===== config.mk =====
export PLATFORM = sky130hd
export DESIGN_NAME = smcr_bank
export DESIGN_NICKNAME = d
export VERILOG_FILES = /design/src/shared/smcr_pkg.sv /design/src/shared/smcr_dec_if.sv /design/src/logic/smcr_bank.sv /design/src/logic/smcr_decode.sv /design/src/logic/smcr_motion_sel.sv
export SDC_FILE = /design/constraint.sdc
export NUM_CORES = 1
export LEC_CHECK = 0
export ABC_AREA = 0
export BUFFER_PORTS_ARGS = -buffer_cell sky130_fd_sc_hd__buf_2
export CORE_ASPECT_RATIO = 1.1
export CORE_MARGIN = 5
export CORE_UTILIZATION = 44
export CTS_BUF_LIST = sky130_fd_sc_hd__clkbuf_4
export DETAILED_ROUTE_END_ITERATION = 7
export HOLD_SLACK_MARGIN = 0.15
export PLACE_DENSITY_LB_ADDON = 0.15
export SLEW_MARGIN = 15
export SYNTH_ARGS = -nofsm -noshare
export SYNTH_HDL_FRONTEND = slang
export SYNTH_SLANG_ARGS = --single-unit
export TNS_END_PERCENT = 50

===== constraint.sdc =====
create_clock -name clk_sys_in -period 4.3 [get_ports clk_sys_in]
set_clock_uncertainty 0.2 [all_clocks]
set_input_delay 0.215 -clock clk_sys_in [delete_from_list [all_inputs] [get_ports clk_sys_in]]
set_output_delay 0.215 -clock clk_sys_in [all_outputs]
set_load 0.005 [all_outputs]

===== src/shared/smcr_pkg.sv =====
// Constants and types shared by the servo motion command register bank
package smcr_pkg;
  // Modbus function codes
  localparam logic [7:0]  FC_READ_HOLDING    = 8'h03;
  localparam logic [7:0]  FC_PRESET_MULTIPLE = 8'h10;
  // Modbus exception codes
  localparam logic [7:0]  EXC_NONE           = 8'h00;
  localparam logic [7:0]  EXC_FUNCTION       = 8'h01;
  localparam logic [7:0]  EXC_ADDRESS        = 8'h02;
  localparam logic [7:0]  EXC_VALUE          = 8'h03;
  // Register numbers
  localparam logic [15:0] ADDR_TARGET_CAM    = 16'h2D80;
  localparam logic [15:0] ADDR_ACTIVE_CAM    = 16'h2D82;
  localparam logic [15:0] ADDR_CAM_CYCLE     = 16'h2D84;
  localparam logic [15:0] ADDR_CAM_STROKE    = 16'h2D85;
  localparam logic [15:0] ADDR_SIM_START     = 16'h2D9A;
  localparam logic [15:0] ADDR_FORCE_STOP    = 16'h2D9B;
  localparam logic [15:0] ADDR_OVERRIDE      = 16'h2DB0;
  localparam logic [15:0] ADDR_FWD_TORQUE    = 16'h60E0;
  localparam logic [15:0] ADDR_REV_TORQUE    = 16'h60E1;
  localparam logic [15:0] ADDR_POSITION      = 16'h6064;
  localparam logic [15:0] ADDR_SPEED         = 16'h606C;
  localparam logic [15:0] ADDR_TORQUE        = 16'h6077;
  // Register widths in Modbus words
  localparam logic [1:0]  WORDS_ONE          = 2'h1;
  localparam logic [1:0]  WORDS_TWO          = 2'h2;
  // Override applied while the selection input is off (100 percent)
  localparam logic [15:0] OVERRIDE_NEUTRAL   = 16'h0064;
  // Values after reset
  localparam logic [7:0]  RST_TARGET_CAM     = 8'h00;
  localparam logic [31:0] RST_CAM_CYCLE      = 32'h0000_0000;
  localparam logic [31:0] RST_CAM_STROKE     = 32'h0000_0000;
  localparam logic [15:0] RST_OVERRIDE       = 16'h0064;
  localparam logic [15:0] RST_TORQUE_CAP     = 16'h0000;

  typedef enum logic [3:0] {
    E_NONE,
    E_TARGET_CAM,
    E_ACTIVE_CAM,
    E_CAM_CYCLE,
    E_CAM_STROKE,
    E_SIM_START,
    E_FORCE_STOP,
    E_OVERRIDE,
    E_FWD_TORQUE,
    E_REV_TORQUE,
    E_POSITION,
    E_SPEED,
    E_TORQUE
  } smcr_entry_t;
endpackage : smcr_pkg


===== src/shared/smcr_dec_if.sv =====
// Address lookup results passed from the decoder to the register bank
`timescale 1ns/1ps
interface smcr_dec_if;
  logic [15:0]         addr;
  smcr_pkg::smcr_entry_t entry;
  logic [1:0]          words;
  logic                rd_ok;
  logic                wr_ok;

  modport decoder (input addr, output entry, words, rd_ok, wr_ok);
  modport user    (output addr, input entry, words, rd_ok, wr_ok);
endinterface : smcr_dec_if


===== src/logic/smcr_bank.sv =====
// Servo motion command register bank behind a parsed Modbus request port
// Contract
// - Writing 1 starts, 0 ends simultaneous start
// - Settings accepted only by function 10h
// - Force stop: 1 is on, 0 off
// - Force stop ignores the broadcast enable setting
// - Override applies only while selection input on
// - Forward torque limit 16-bit, read and write
// - Reverse torque limit 16-bit, read and write
// - Readable registers answer function 03h
// - Current position equals the position monitor value
// - Current speed reported in r/min or mm/s
// - Current torque read-only, 0.1 percent steps
// - Target cam used only when item 49 zero
// - Active cam reported while cam control active
// - Cam cycle length kept in volatile flops only
// - Cam stroke length kept in volatile flops only
`timescale 1ns/1ps
module smcr_bank (
  // Clock and reset
  input  wire logic        clk_sys_in,
  input  wire logic        resetn_in,
  // Parsed Modbus request
  input  wire logic        req_valid_in,
  input  wire logic        req_broadcast_in,
  input  wire logic [7:0]  req_func_in,
  input  wire logic [15:0] req_addr_in,
  input  wire logic [15:0] req_qty_in,
  input  wire logic [31:0] req_wdata_in,
  // Broadcast enable setting held elsewhere
  input  wire logic        broadcast_enable_in,
  // Motion state
  input  wire logic [31:0] actual_position_in,
  input  wire logic [31:0] actual_speed_in,
  input  wire logic [15:0] actual_torque_in,
  input  wire logic [7:0]  active_cam_in,
  input  wire logic        cam_control_active_in,
  input  wire logic [7:0]  cam_item49_in,
  input  wire logic        override_select_input_in,
  // Response
  output logic             rsp_valid_out,
  output logic             rsp_exception_out,
  output logic      [7:0]  rsp_exc_code_out,
  output logic      [31:0] rsp_data_out,
  // Motion commands
  output logic             simultaneous_start_out,
  output logic             host_force_stop_command_out,
  output logic      [15:0] speed_override_out,
  output logic      [15:0] forward_torque_cap_out,
  output logic      [15:0] reverse_torque_cap_out,
  output logic      [7:0]  cam_select_out,
  output logic      [31:0] cam_cycle_length_out,
  output logic      [31:0] cam_stroke_length_out
);
  smcr_dec_if dec ();

  logic        rsp_valid_reg,  rsp_valid_next;
  logic        rsp_exc_reg,    rsp_exc_next;
  logic [7:0]  rsp_code_reg,   rsp_code_next;
  logic [31:0] rsp_data_reg,   rsp_data_next;
  logic        start_reg,      start_next;
  logic        stop_reg,       stop_next;
  logic [15:0] override_reg,   override_next;
  logic [15:0] ovr_eff_reg;
  logic [15:0] fwd_cap_reg,    fwd_cap_next;
  logic [15:0] rev_cap_reg,    rev_cap_next;
  logic [7:0]  target_cam_reg, target_cam_next;
  logic [7:0]  cam_eff_reg;
  logic [31:0] cycle_reg,      cycle_next;
  logic [31:0] stroke_reg,     stroke_next;

  logic [15:0] ovr_eff;
  logic [7:0]  cam_eff;
  logic        is_rd;
  logic        is_wr;
  logic        flag_reg;
  logic        bcast_ok;
  logic [7:0]  exc;
  logic        wr_go;
  logic [31:0] rd_val;

  smcr_decode u_decode (
    .dec (dec.decoder)
  );

  smcr_motion_sel u_motion_sel (
    .override_reg_in          (override_reg),
    .target_cam_in            (target_cam_reg),
    .override_select_input_in (override_select_input_in),
    .cam_item49_in            (cam_item49_in),
    .override_eff_out         (ovr_eff),
    .cam_eff_out              (cam_eff)
  );

  // Request checking
  always_comb begin
    dec.addr = req_addr_in;
    is_rd    = (req_func_in == smcr_pkg::FC_READ_HOLDING);
    is_wr    = (req_func_in == smcr_pkg::FC_PRESET_MULTIPLE);
    flag_reg = (dec.entry == smcr_pkg::E_SIM_START) ||
               (dec.entry == smcr_pkg::E_FORCE_STOP);
    // Force stop passes even when broadcasts are disabled
    bcast_ok = !req_broadcast_in || broadcast_enable_in ||
               (dec.entry == smcr_pkg::E_FORCE_STOP);
    exc = smcr_pkg::EXC_NONE;
    if (!is_rd && !is_wr) begin
      exc = smcr_pkg::EXC_FUNCTION;
    end else if (dec.entry == smcr_pkg::E_NONE ||
                 (is_rd && !dec.rd_ok) || (is_wr && !dec.wr_ok)) begin
      exc = smcr_pkg::EXC_ADDRESS;
    end else if (req_qty_in != {14'h0000, dec.words}) begin
      exc = smcr_pkg::EXC_VALUE;
    end else if (is_wr && flag_reg && req_wdata_in[31:1] != 31'h0) begin
      exc = smcr_pkg::EXC_VALUE;
    end
    wr_go = req_valid_in && is_wr && exc == smcr_pkg::EXC_NONE &&
            bcast_ok;
  end

  // Read data selection
  always_comb begin
    rd_val = 32'h0000_0000;
    case (dec.entry)
      smcr_pkg::E_TARGET_CAM: rd_val = {24'h000000, target_cam_reg};
      smcr_pkg::E_ACTIVE_CAM: begin
        if (cam_control_active_in) begin
          rd_val = {24'h000000, active_cam_in};
        end
      end
      smcr_pkg::E_CAM_CYCLE:  rd_val = cycle_reg;
      smcr_pkg::E_CAM_STROKE: rd_val = stroke_reg;
      smcr_pkg::E_OVERRIDE:   rd_val = {16'h0000, override_reg};
      smcr_pkg::E_FWD_TORQUE: rd_val = {16'h0000, fwd_cap_reg};
      smcr_pkg::E_REV_TORQUE: rd_val = {16'h0000, rev_cap_reg};
      // Shares its source with the position monitor
      smcr_pkg::E_POSITION:   rd_val = actual_position_in;
      smcr_pkg::E_SPEED:      rd_val = actual_speed_in;
      smcr_pkg::E_TORQUE:     rd_val = {16'h0000, actual_torque_in};
      default:                rd_val = 32'h0000_0000;
    endcase
  end

  // Next register values
  always_comb begin
    start_next      = start_reg;
    stop_next       = stop_reg;
    override_next   = override_reg;
    fwd_cap_next    = fwd_cap_reg;
    rev_cap_next    = rev_cap_reg;
    target_cam_next = target_cam_reg;
    cycle_next      = cycle_reg;
    stroke_next     = stroke_reg;
    if (wr_go) begin
      case (dec.entry)
        smcr_pkg::E_SIM_START:  start_next = req_wdata_in[0];
        smcr_pkg::E_FORCE_STOP: stop_next = req_wdata_in[0];
        // Range is the master's to keep; stored as written
        smcr_pkg::E_OVERRIDE:   override_next = req_wdata_in[15:0];
        smcr_pkg::E_FWD_TORQUE: fwd_cap_next = req_wdata_in[15:0];
        smcr_pkg::E_REV_TORQUE: rev_cap_next = req_wdata_in[15:0];
        smcr_pkg::E_TARGET_CAM: target_cam_next = req_wdata_in[7:0];
        smcr_pkg::E_CAM_CYCLE:  cycle_next = req_wdata_in;
        smcr_pkg::E_CAM_STROKE: stroke_next = req_wdata_in;
        default:                start_next = start_reg;
      endcase
    end
    // Broadcast requests never get an answer
    rsp_valid_next = req_valid_in && !req_broadcast_in;
    rsp_exc_next   = exc != smcr_pkg::EXC_NONE;
    rsp_code_next  = exc;
    rsp_data_next  = 32'h0000_0000;
    if (is_rd && exc == smcr_pkg::EXC_NONE) begin
      rsp_data_next = rd_val;
    end
    if (!rsp_valid_next) begin
      rsp_exc_next  = 1'b0;
      rsp_code_next = smcr_pkg::EXC_NONE;
    end
  end

  always_ff @(posedge clk_sys_in) begin
    if (!resetn_in) begin
      rsp_valid_reg  <= 1'b0;
      rsp_exc_reg    <= 1'b0;
      rsp_code_reg   <= smcr_pkg::EXC_NONE;
      rsp_data_reg   <= 32'h0000_0000;
      start_reg      <= 1'b0;
      stop_reg       <= 1'b0;
      override_reg   <= smcr_pkg::RST_OVERRIDE;
      ovr_eff_reg    <= smcr_pkg::OVERRIDE_NEUTRAL;
      fwd_cap_reg    <= smcr_pkg::RST_TORQUE_CAP;
      rev_cap_reg    <= smcr_pkg::RST_TORQUE_CAP;
      target_cam_reg <= smcr_pkg::RST_TARGET_CAM;
      cam_eff_reg    <= smcr_pkg::RST_TARGET_CAM;
      cycle_reg      <= smcr_pkg::RST_CAM_CYCLE;
      stroke_reg     <= smcr_pkg::RST_CAM_STROKE;
    end else begin
      rsp_valid_reg  <= rsp_valid_next;
      rsp_exc_reg    <= rsp_exc_next;
      rsp_code_reg   <= rsp_code_next;
      rsp_data_reg   <= rsp_data_next;
      start_reg      <= start_next;
      stop_reg       <= stop_next;
      override_reg   <= override_next;
      ovr_eff_reg    <= ovr_eff;
      fwd_cap_reg    <= fwd_cap_next;
      rev_cap_reg    <= rev_cap_next;
      target_cam_reg <= target_cam_next;
      cam_eff_reg    <= cam_eff;
      cycle_reg      <= cycle_next;
      stroke_reg     <= stroke_next;
    end
  end

  assign rsp_valid_out               = rsp_valid_reg;
  assign rsp_exception_out           = rsp_exc_reg;
  assign rsp_exc_code_out            = rsp_code_reg;
  assign rsp_data_out                = rsp_data_reg;
  assign simultaneous_start_out      = start_reg;
  assign host_force_stop_command_out = stop_reg;
  assign speed_override_out          = ovr_eff_reg;
  assign forward_torque_cap_out      = fwd_cap_reg;
  assign reverse_torque_cap_out      = rev_cap_reg;
  assign cam_select_out              = cam_eff_reg;
  assign cam_cycle_length_out        = cycle_reg;
  assign cam_stroke_length_out       = stroke_reg;
endmodule : smcr_bank


===== src/logic/smcr_decode.sv =====
// Register number decoder: entry, size and access rights
`timescale 1ns/1ps
module smcr_decode (
  smcr_dec_if.decoder dec
);
  always_comb begin
    dec.entry = smcr_pkg::E_NONE;
    dec.words = smcr_pkg::WORDS_ONE;
    dec.rd_ok = 1'b0;
    dec.wr_ok = 1'b0;
    if (dec.addr == smcr_pkg::ADDR_TARGET_CAM) begin
      dec.entry = smcr_pkg::E_TARGET_CAM;
      dec.rd_ok = 1'b1;
      dec.wr_ok = 1'b1;
    end else if (dec.addr == smcr_pkg::ADDR_ACTIVE_CAM) begin
      dec.entry = smcr_pkg::E_ACTIVE_CAM;
      dec.rd_ok = 1'b1;
    end else if (dec.addr == smcr_pkg::ADDR_CAM_CYCLE) begin
      dec.entry = smcr_pkg::E_CAM_CYCLE;
      dec.words = smcr_pkg::WORDS_TWO;
      dec.rd_ok = 1'b1;
      dec.wr_ok = 1'b1;
    end else if (dec.addr == smcr_pkg::ADDR_CAM_STROKE) begin
      dec.entry = smcr_pkg::E_CAM_STROKE;
      dec.words = smcr_pkg::WORDS_TWO;
      dec.rd_ok = 1'b1;
      dec.wr_ok = 1'b1;
    end else if (dec.addr == smcr_pkg::ADDR_SIM_START) begin
      dec.entry = smcr_pkg::E_SIM_START;
      dec.wr_ok = 1'b1;
    end else if (dec.addr == smcr_pkg::ADDR_FORCE_STOP) begin
      dec.entry = smcr_pkg::E_FORCE_STOP;
      dec.wr_ok = 1'b1;
    end else if (dec.addr == smcr_pkg::ADDR_OVERRIDE) begin
      dec.entry = smcr_pkg::E_OVERRIDE;
      dec.rd_ok = 1'b1;
      dec.wr_ok = 1'b1;
    end else if (dec.addr == smcr_pkg::ADDR_FWD_TORQUE) begin
      dec.entry = smcr_pkg::E_FWD_TORQUE;
      dec.rd_ok = 1'b1;
      dec.wr_ok = 1'b1;
    end else if (dec.addr == smcr_pkg::ADDR_REV_TORQUE) begin
      dec.entry = smcr_pkg::E_REV_TORQUE;
      dec.rd_ok = 1'b1;
      dec.wr_ok = 1'b1;
    end else if (dec.addr == smcr_pkg::ADDR_POSITION) begin
      dec.entry = smcr_pkg::E_POSITION;
      dec.words = smcr_pkg::WORDS_TWO;
      dec.rd_ok = 1'b1;
    end else if (dec.addr == smcr_pkg::ADDR_SPEED) begin
      dec.entry = smcr_pkg::E_SPEED;
      dec.words = smcr_pkg::WORDS_TWO;
      dec.rd_ok = 1'b1;
    end else if (dec.addr == smcr_pkg::ADDR_TORQUE) begin
      dec.entry = smcr_pkg::E_TORQUE;
      dec.rd_ok = 1'b1;
    end
  end
endmodule : smcr_decode


===== src/logic/smcr_motion_sel.sv =====
// Selection of the override and cam number that motion really uses
`timescale 1ns/1ps
module smcr_motion_sel (
  // Stored settings
  input  wire logic [15:0] override_reg_in,
  input  wire logic [7:0]  target_cam_in,
  // Motion side inputs
  input  wire logic        override_select_input_in,
  input  wire logic [7:0]  cam_item49_in,
  // Effective values
  output logic      [15:0] override_eff_out,
  output logic      [7:0]  cam_eff_out
);
  always_comb begin
    override_eff_out = smcr_pkg::OVERRIDE_NEUTRAL;
    if (override_select_input_in) begin
      override_eff_out = override_reg_in;
    end
    // A nonzero item 49 beats the number written over the link
    cam_eff_out = (cam_item49_in == 8'h00) ? target_cam_in
                                           : cam_item49_in;
  end
endmodule : smcr_motion_sel


Word-level counts from Yosys, hierarchy flattened
Index checks and enable logic that the tools add are counted.
- register bits after elaboration: 188
- bits in latches: 0
- memory bits (writable): 0
- bits in read-only memories: 0
- bits of input ports: 175
- output and inout bits: 164
- word-level logic and storage cells: 128
- memories kept: 0
- $add $sub $neg: 0
- multipliers: 0
- divide/modulo/power cells: 0
- magnitude comparators: 0
- equality and inequality tests: 27
- shift operators: 0
- multiplexer cells: 51
- bitwise operators: 0
- reductions and logical operators: 36
- operator list (cell ; count):
    32-bit case mux with 10 select lines ; 1
    16-bit by 14-bit == test with 1-bit output (second input constant) ; 7
    16-bit by 15-bit == test with 1-bit output (second input constant) ; 5
    4-bit 2-to-1 mux ; 12
    31-bit nonzero test ; 1
    2-bit 2-to-1 mux ; 15
    2-bit AND reduction ; 11
    1-bit 2-to-1 mux ; 21
    4-bit == test (second input constant) ; 5
    4-bit by 3-bit == test with 1-bit output (second input constant) ; 4
    8-bit logical NOT ; 2
    8-bit 2-to-1 mux ; 2
    16-bit by 2-bit != test with 1-bit output ; 1
    1-bit logical AND ; 10
    4-bit by 2-bit == test with 1-bit output (second input constant) ; 2
    8-bit by 2-bit == test with 1-bit output (second input constant) ; 1
    8-bit by 5-bit == test with 1-bit output (second input constant) ; 1
    8-bit nonzero test ; 1
    1-bit logical NOT ; 5
    1-bit logical OR ; 5
    4-bit by 1-bit == test with 1-bit output (second input constant) ; 1
    4-bit logical NOT ; 1

Depth between registers and ports, before layout
- depth in word-level cells: 25
- depth in mapped cells: 10
- depth with buffers taken out: 6

Hierarchy
From an unflattened synthesis, not the netlist that was laid out.
- cells, all modules: 857
- area, all modules: 7997.7 sq um
- by module, submodules not included (module ; times used ; cells each ; area each (sq um) ; sequential area each (sq um)):
    smcr_bank ; 1 ; 754 ; 7335.8 ; 3643.5
    smcr_decode ; 1 ; 64 ; 390.4 ; 0.0
    smcr_motion_sel ; 1 ; 39 ; 271.5 ; 0.0

Worst setup path after synthesis
Ideal clock, no wire load.
- kind: in2reg
- start point: in req_addr_in[9]
- end point: reg target_cam_reg[0]
- library setup time: 126 ps
- arrival: 2754 ps
- data required time: 3974 ps
- setup slack: 1220 ps
- stages: 6
- path buffers: 0
- cell sequence: or4b_1 nor4_2 o21ai_1 a2111oi_4 nand3_2 mux2i_1
- longest elaborated chain between the ends: 25
- elaborated cells on any way between the ends: 79
- those cells by class: eq/ne: 16; mux: 48; reduce/logical: 15
- ends and longest elaborated chain (item ; line ; RTL):
    from (decl) ; smcr_bank.sv:27 ; input wire logic [15:0] req_addr_in,
    16-bit by 15-bit == test with 1-bit output ; smcr_decode.sv:54 ; end else if (dec.addr == smcr_pkg::ADDR_TORQUE) begin
    4-bit 2-to-1 mux ; smcr_decode.sv:54 ;
    4-bit 2-to-1 mux ; smcr_decode.sv:50 ; end else if (dec.addr == smcr_pkg::ADDR_SPEED) begin
    4-bit 2-to-1 mux ; smcr_decode.sv:46 ; end else if (dec.addr == smcr_pkg::ADDR_POSITION) begin
    4-bit 2-to-1 mux ; smcr_decode.sv:42 ; end else if (dec.addr == smcr_pkg::ADDR_REV_TORQUE) begin
    4-bit 2-to-1 mux ; smcr_decode.sv:38 ; end else if (dec.addr == smcr_pkg::ADDR_FWD_TORQUE) begin
    4-bit 2-to-1 mux ; smcr_decode.sv:34 ; end else if (dec.addr == smcr_pkg::ADDR_OVERRIDE) begin
    4-bit 2-to-1 mux ; smcr_decode.sv:31 ; end else if (dec.addr == smcr_pkg::ADDR_FORCE_STOP) begin
    (+7 left out) ; -- ;
    1-bit logical AND (2 in a row) ; smcr_bank.sv:113 ; end else if (is_wr && flag_reg && req_wdata_in[31:1] != 31'h0) begin
    2-bit 2-to-1 mux ; smcr_bank.sv:113 ;
    2-bit 2-to-1 mux ; smcr_bank.sv:111 ; end else if (req_qty_in != {14'h0000, dec.words}) begin
    2-bit 2-to-1 mux ; smcr_bank.sv:108 ; end else if (dec.entry == smcr_pkg::E_NONE ||
    2-bit 2-to-1 mux ; smcr_bank.sv:106 ; if (!is_rd && !is_wr) begin
    8-bit logical NOT ; smcr_bank.sv:116 ; wr_go = req_valid_in && is_wr && exc == smcr_pkg::EXC_NONE &&
    1-bit logical AND (2 in a row) ; smcr_bank.sv:116 ;
    2-bit AND reduction (no source line) (*) ; -- ;
    to (signal assigned) ; smcr_bank.sv:193 ; target_cam_reg <= smcr_pkg::RST_TARGET_CAM;
    to (signal assigned) ; smcr_bank.sv:208 ; target_cam_reg <= target_cam_next;
    to (decl) ; smcr_bank.sv:67 ; logic [7:0] target_cam_reg, target_cam_next;
Mark *: on every way between the ends. The rest lies on a longest branch, timed or not.
A chain may end at the register's enable or synchronous reset.

Worst setup path in the final report
- start point: in req_addr_in[5]
- end point: reg rsp_data_reg[15] (netlist: rsp_data_out[15])
- longest elaborated chain between the ends: 24
- elaborated cells on any way between the ends: 87
- those cells by class: eq/ne: 25; mux: 49; reduce/logical: 13
- ends and longest elaborated chain (item ; line ; RTL):
    16-bit by 15-bit == test with 1-bit output ; smcr_decode.sv:54 ;
    4-bit 2-to-1 mux ; smcr_decode.sv:54 ;
    4-bit 2-to-1 mux ; smcr_decode.sv:50 ;
    4-bit 2-to-1 mux ; smcr_decode.sv:46 ;
    4-bit 2-to-1 mux ; smcr_decode.sv:42 ;
    4-bit 2-to-1 mux ; smcr_decode.sv:38 ;
    4-bit 2-to-1 mux ; smcr_decode.sv:34 ;
    4-bit 2-to-1 mux ; smcr_decode.sv:31 ;
    (+7 left out) ; -- ;
    1-bit logical AND (2 in a row) ; smcr_bank.sv:113 ;
    2-bit 2-to-1 mux ; smcr_bank.sv:113 ;
    2-bit 2-to-1 mux ; smcr_bank.sv:111 ;
    2-bit 2-to-1 mux ; smcr_bank.sv:108 ;
    2-bit 2-to-1 mux ; smcr_bank.sv:106 ;
    8-bit logical NOT ; smcr_bank.sv:172 ; if (is_rd && exc == smcr_pkg::EXC_NONE) begin
    1-bit logical AND ; smcr_bank.sv:172 ;
    2-bit AND reduction (no source line) ; -- ;
    to (signal assigned) ; smcr_bank.sv:201 ; rsp_data_reg <= rsp_data_next;
    to (decl) ; smcr_bank.sv:60 ; logic [31:0] rsp_data_reg, rsp_data_next;
Parallel ways exist; a longest one is shown, timed or not.

==> impl_metrics.json <==
{
  "cts_root_buf": "clkbuf_4",
  "antenna_found_initial": 2,
  "die-area_um2": 21090,
  "cts_resized": 0,
  "dr.first_iter.drc_count": 785,
  "p_per_area_nw_per_um2": 244.8,
  "synth_warnings": 0,
  "viasPerCell": 5.642,
  "grt-ovfl-total": 0,
  "wl_per_cell_um": 20.54,
  "ys_async_sr_fraction_pct": 0,
  "wl_um": 31430,
  "num_vias": 8633,
  "synth.top_cell.area_share_pct": 45.28,
  "worstHoldPathType": "in -> reg",
  "slew_violations": 0,
  "yosys-top-cells-area": "dfxtp_1, mux2i_1, nand2_1, a222oi_1, a211oi_1",
  "core_um2": 17870,
  "die_x_um": 138.9,
  "ctsHoldBuffers": 133,
  "syn_area_per_cell_um2": 9.591,
  "cap_viol_max_count": 0,
  "crit_path_end": "rsp_data_out[15]",
  "cts_buffer_depth": 2,
  "required_ns": 4.62,
  "syn2layout_area_growth_pct": 42.64,
  "ys.flop_type": "dfxtp_1",
  "worstSetupStartpointType": "input pin",
  "synth_edf_count": 0,
  "multi_input_area_um2": 4093,
  "reg2regPathDepth": 4,
  "io-pin-count": 339,
  "synth-seq-cells": 182,
  "yosysUniqueCellTypes": 55,
  "final_nets": 1452,
  "cp.arrival_ns": 4.22,
  "cp-startpoint": "req_addr_in[5]",
  "cp_max_fo": 17,
  "max_slew_margin_pct": 42.32,
  "fin_worst_hold_slack_ns": 0.1859,
  "gr-usage-all-layers_pct": 28.59,
  "cts_tree": "yes",
  "ant_nets": 0,
  "drive_gt1_share_pct": 31.63,
  "setup_violations": 0,
  "period_needed_ns": 3.899,
  "ir_worst_vdd_mv": 0.1355,
  "grt_max_degree": 99,
  "dr.pass1.iters": 8,
  "status": "completed",
  "grt_pass1_wl_um": 48400,
  "io_buffers": 332,
  "cts_num_sinks": 182,
  "fin_crit_sh_pct": 90.67,
  "reg2reg_to": "rsp_data_out[6]",
  "start_util_pct": 45.04,
  "drc": 0,
  "tightest_slew_ns": 0.8573,
  "fillers": 1529,
  "fmax_ghz": 0.2565,
  "clkTransAtPathRegs_ns": 0.14,
  "seq_area_um2": 3643,
  "synth-seq-area-share_pct": 45.28,
  "yosysTopAreaCell": "dfxtp_1",
  "hpwl_um": 21830,
  "synth.cell_area_um2": 8046,
  "rsz0062_at_grt": "false",
  "clkLatencyLatePin_ns": 0.58,
  "gp_congestion": 0.8649,
  "die_h_um": 151.8,
  "finalHoldViolCount": 0,
  "mostFrequentLayoutCells": "buf_2, dfxtp_1, nand2_1, dlygate4sd3_1, mux2i_1",
  "layout_commonest_cell": "buf_2",
  "rows": 51,
  "grt_pass1_vias": 8575,
  "ff2ff_setup_slack_ns": 2.33,
  "setup_tns_ns": 0,
  "post-cts-setup-buffers": 0,
  "leakage_uw": 0.005722,
  "htree_num_levels": 4,
  "r2r-start": "forward_torque_cap_out[6]",
  "critPathKind": "in -> reg",
  "numCtsBuffers": 17,
  "syn_inst": 839,
  "endpoint_kind": "flop"
}
[cell type report]
cell class | instances | share of cell area, %
diodes | 2 | 0.04361
clock buffers | 18 | 1.177
clock inverters | 14 | 0.8830
inverters | 1 | 0.03270
multi-input cells | 588 | 35.66
flip-flops and latches | 182 | 31.75
well taps | 238 | 2.595
repair buffers | 487 | 27.86
[synthesized netlist by cell type (all sizes together) (2+ instances only)]
library cell  count
o21ai             2
a22oi             9
clkbuf           49
nor4             23
a211oi           34
or3b              2
nor3              5
a31oi             2
and4              8
nand2b            3
a21oi             8
and2              3
or2               5
nand4             7
nand3            40
nand2           175
nor2b            18
or4b              7
mux2i           122
nor2             10
o22ai             2
or4               3
a222oi           48
buf              24
and3             23
nand4b            7
dfxtp           182
nand3b            2
[worst min path at each step]
stage                                            from                           to  cells after the start
final                                active_cam_in[1]              rsp_data_out[1]                      4
after CTS                               req_qty_in[8]  host_force_stop_command_out                      7
after floorplan                      cam_item49_in[1]            cam_select_out[1]                      2
after detailed placement  host_force_stop_command_out  host_force_stop_command_out                      2
after global placement         simultaneous_start_out       simultaneous_start_out                      2
after global routing                 active_cam_in[1]              rsp_data_out[1]                      4
[kinds of logic (layout without fill, tap and decap cells)]
| family | Yosys count | after routing | synth area share [%] |
|---|---|---|---|
| flip-flops | 182 | 182 | 45.28 |
| multiplexers | 122 | 122 | 15.18 |
| other | 1 | 8 | 0.04660 |
| AO/OA/AOI/OAI | 116 | 116 | 12.38 |
| buffers and inverters | 74 | 520 | 4.447 |
| AND/OR/NAND/NOR | 344 | 344 | 22.67 |
[worst max-delay path: stages]
cell and delay, ns:
dlygate4sd3_1 0.54, buf_2 0.17, or4b_1 0.61, nor4_1 0.56, and2_1 0.62, buf_4 0.36, a222oi_1 0.14, and3_1 0.20
a211oi_1 0.21, dlygate4sd3_1 0.59
[where the power goes]
| part | internal, uW | switching (uW) | leakage (uW) |
|---|---|---|---|
| logic | 139 | 126 | 0.00413 |
| clock network | 238 | 614 | 0.000125 |
| registers | 1690 | 1.59 | 0.00147 |
[metrics by stage]
| step | cells | power [uW] | setup WS [ns] | area (um2) | util [%] |
|---|---|---|---|---|---|
| after floorplan | 844 | 1805 | 1.220 | 8065 | - |
| after global placement | 1363 | 1919 | 0.7267 | 9905 | 55.43 |
| after detailed placement | 1363 | 1919 | 0.6962 | 9905 | 55.43 |
| after CTS | 1528 | 2824 | 0.5381 | 11470 | 64.21 |
| after global routing | 1530 | 2914 | 0.3055 | 11480 | 64.24 |
| final | 1530 | 2810 | 0.4013 | 11480 | 64.24 |
[layer usage]
metal	up-vias	track usage, %	share of wire [%]
li1	4002	-	-
met5	-	0	0
met3	71	6.874	9.0
met4	0	10.30	3.1
met1	4093	35.90	39
met2	467	47.95	48
Note: power is estimated with default switching activity, not from simulation.
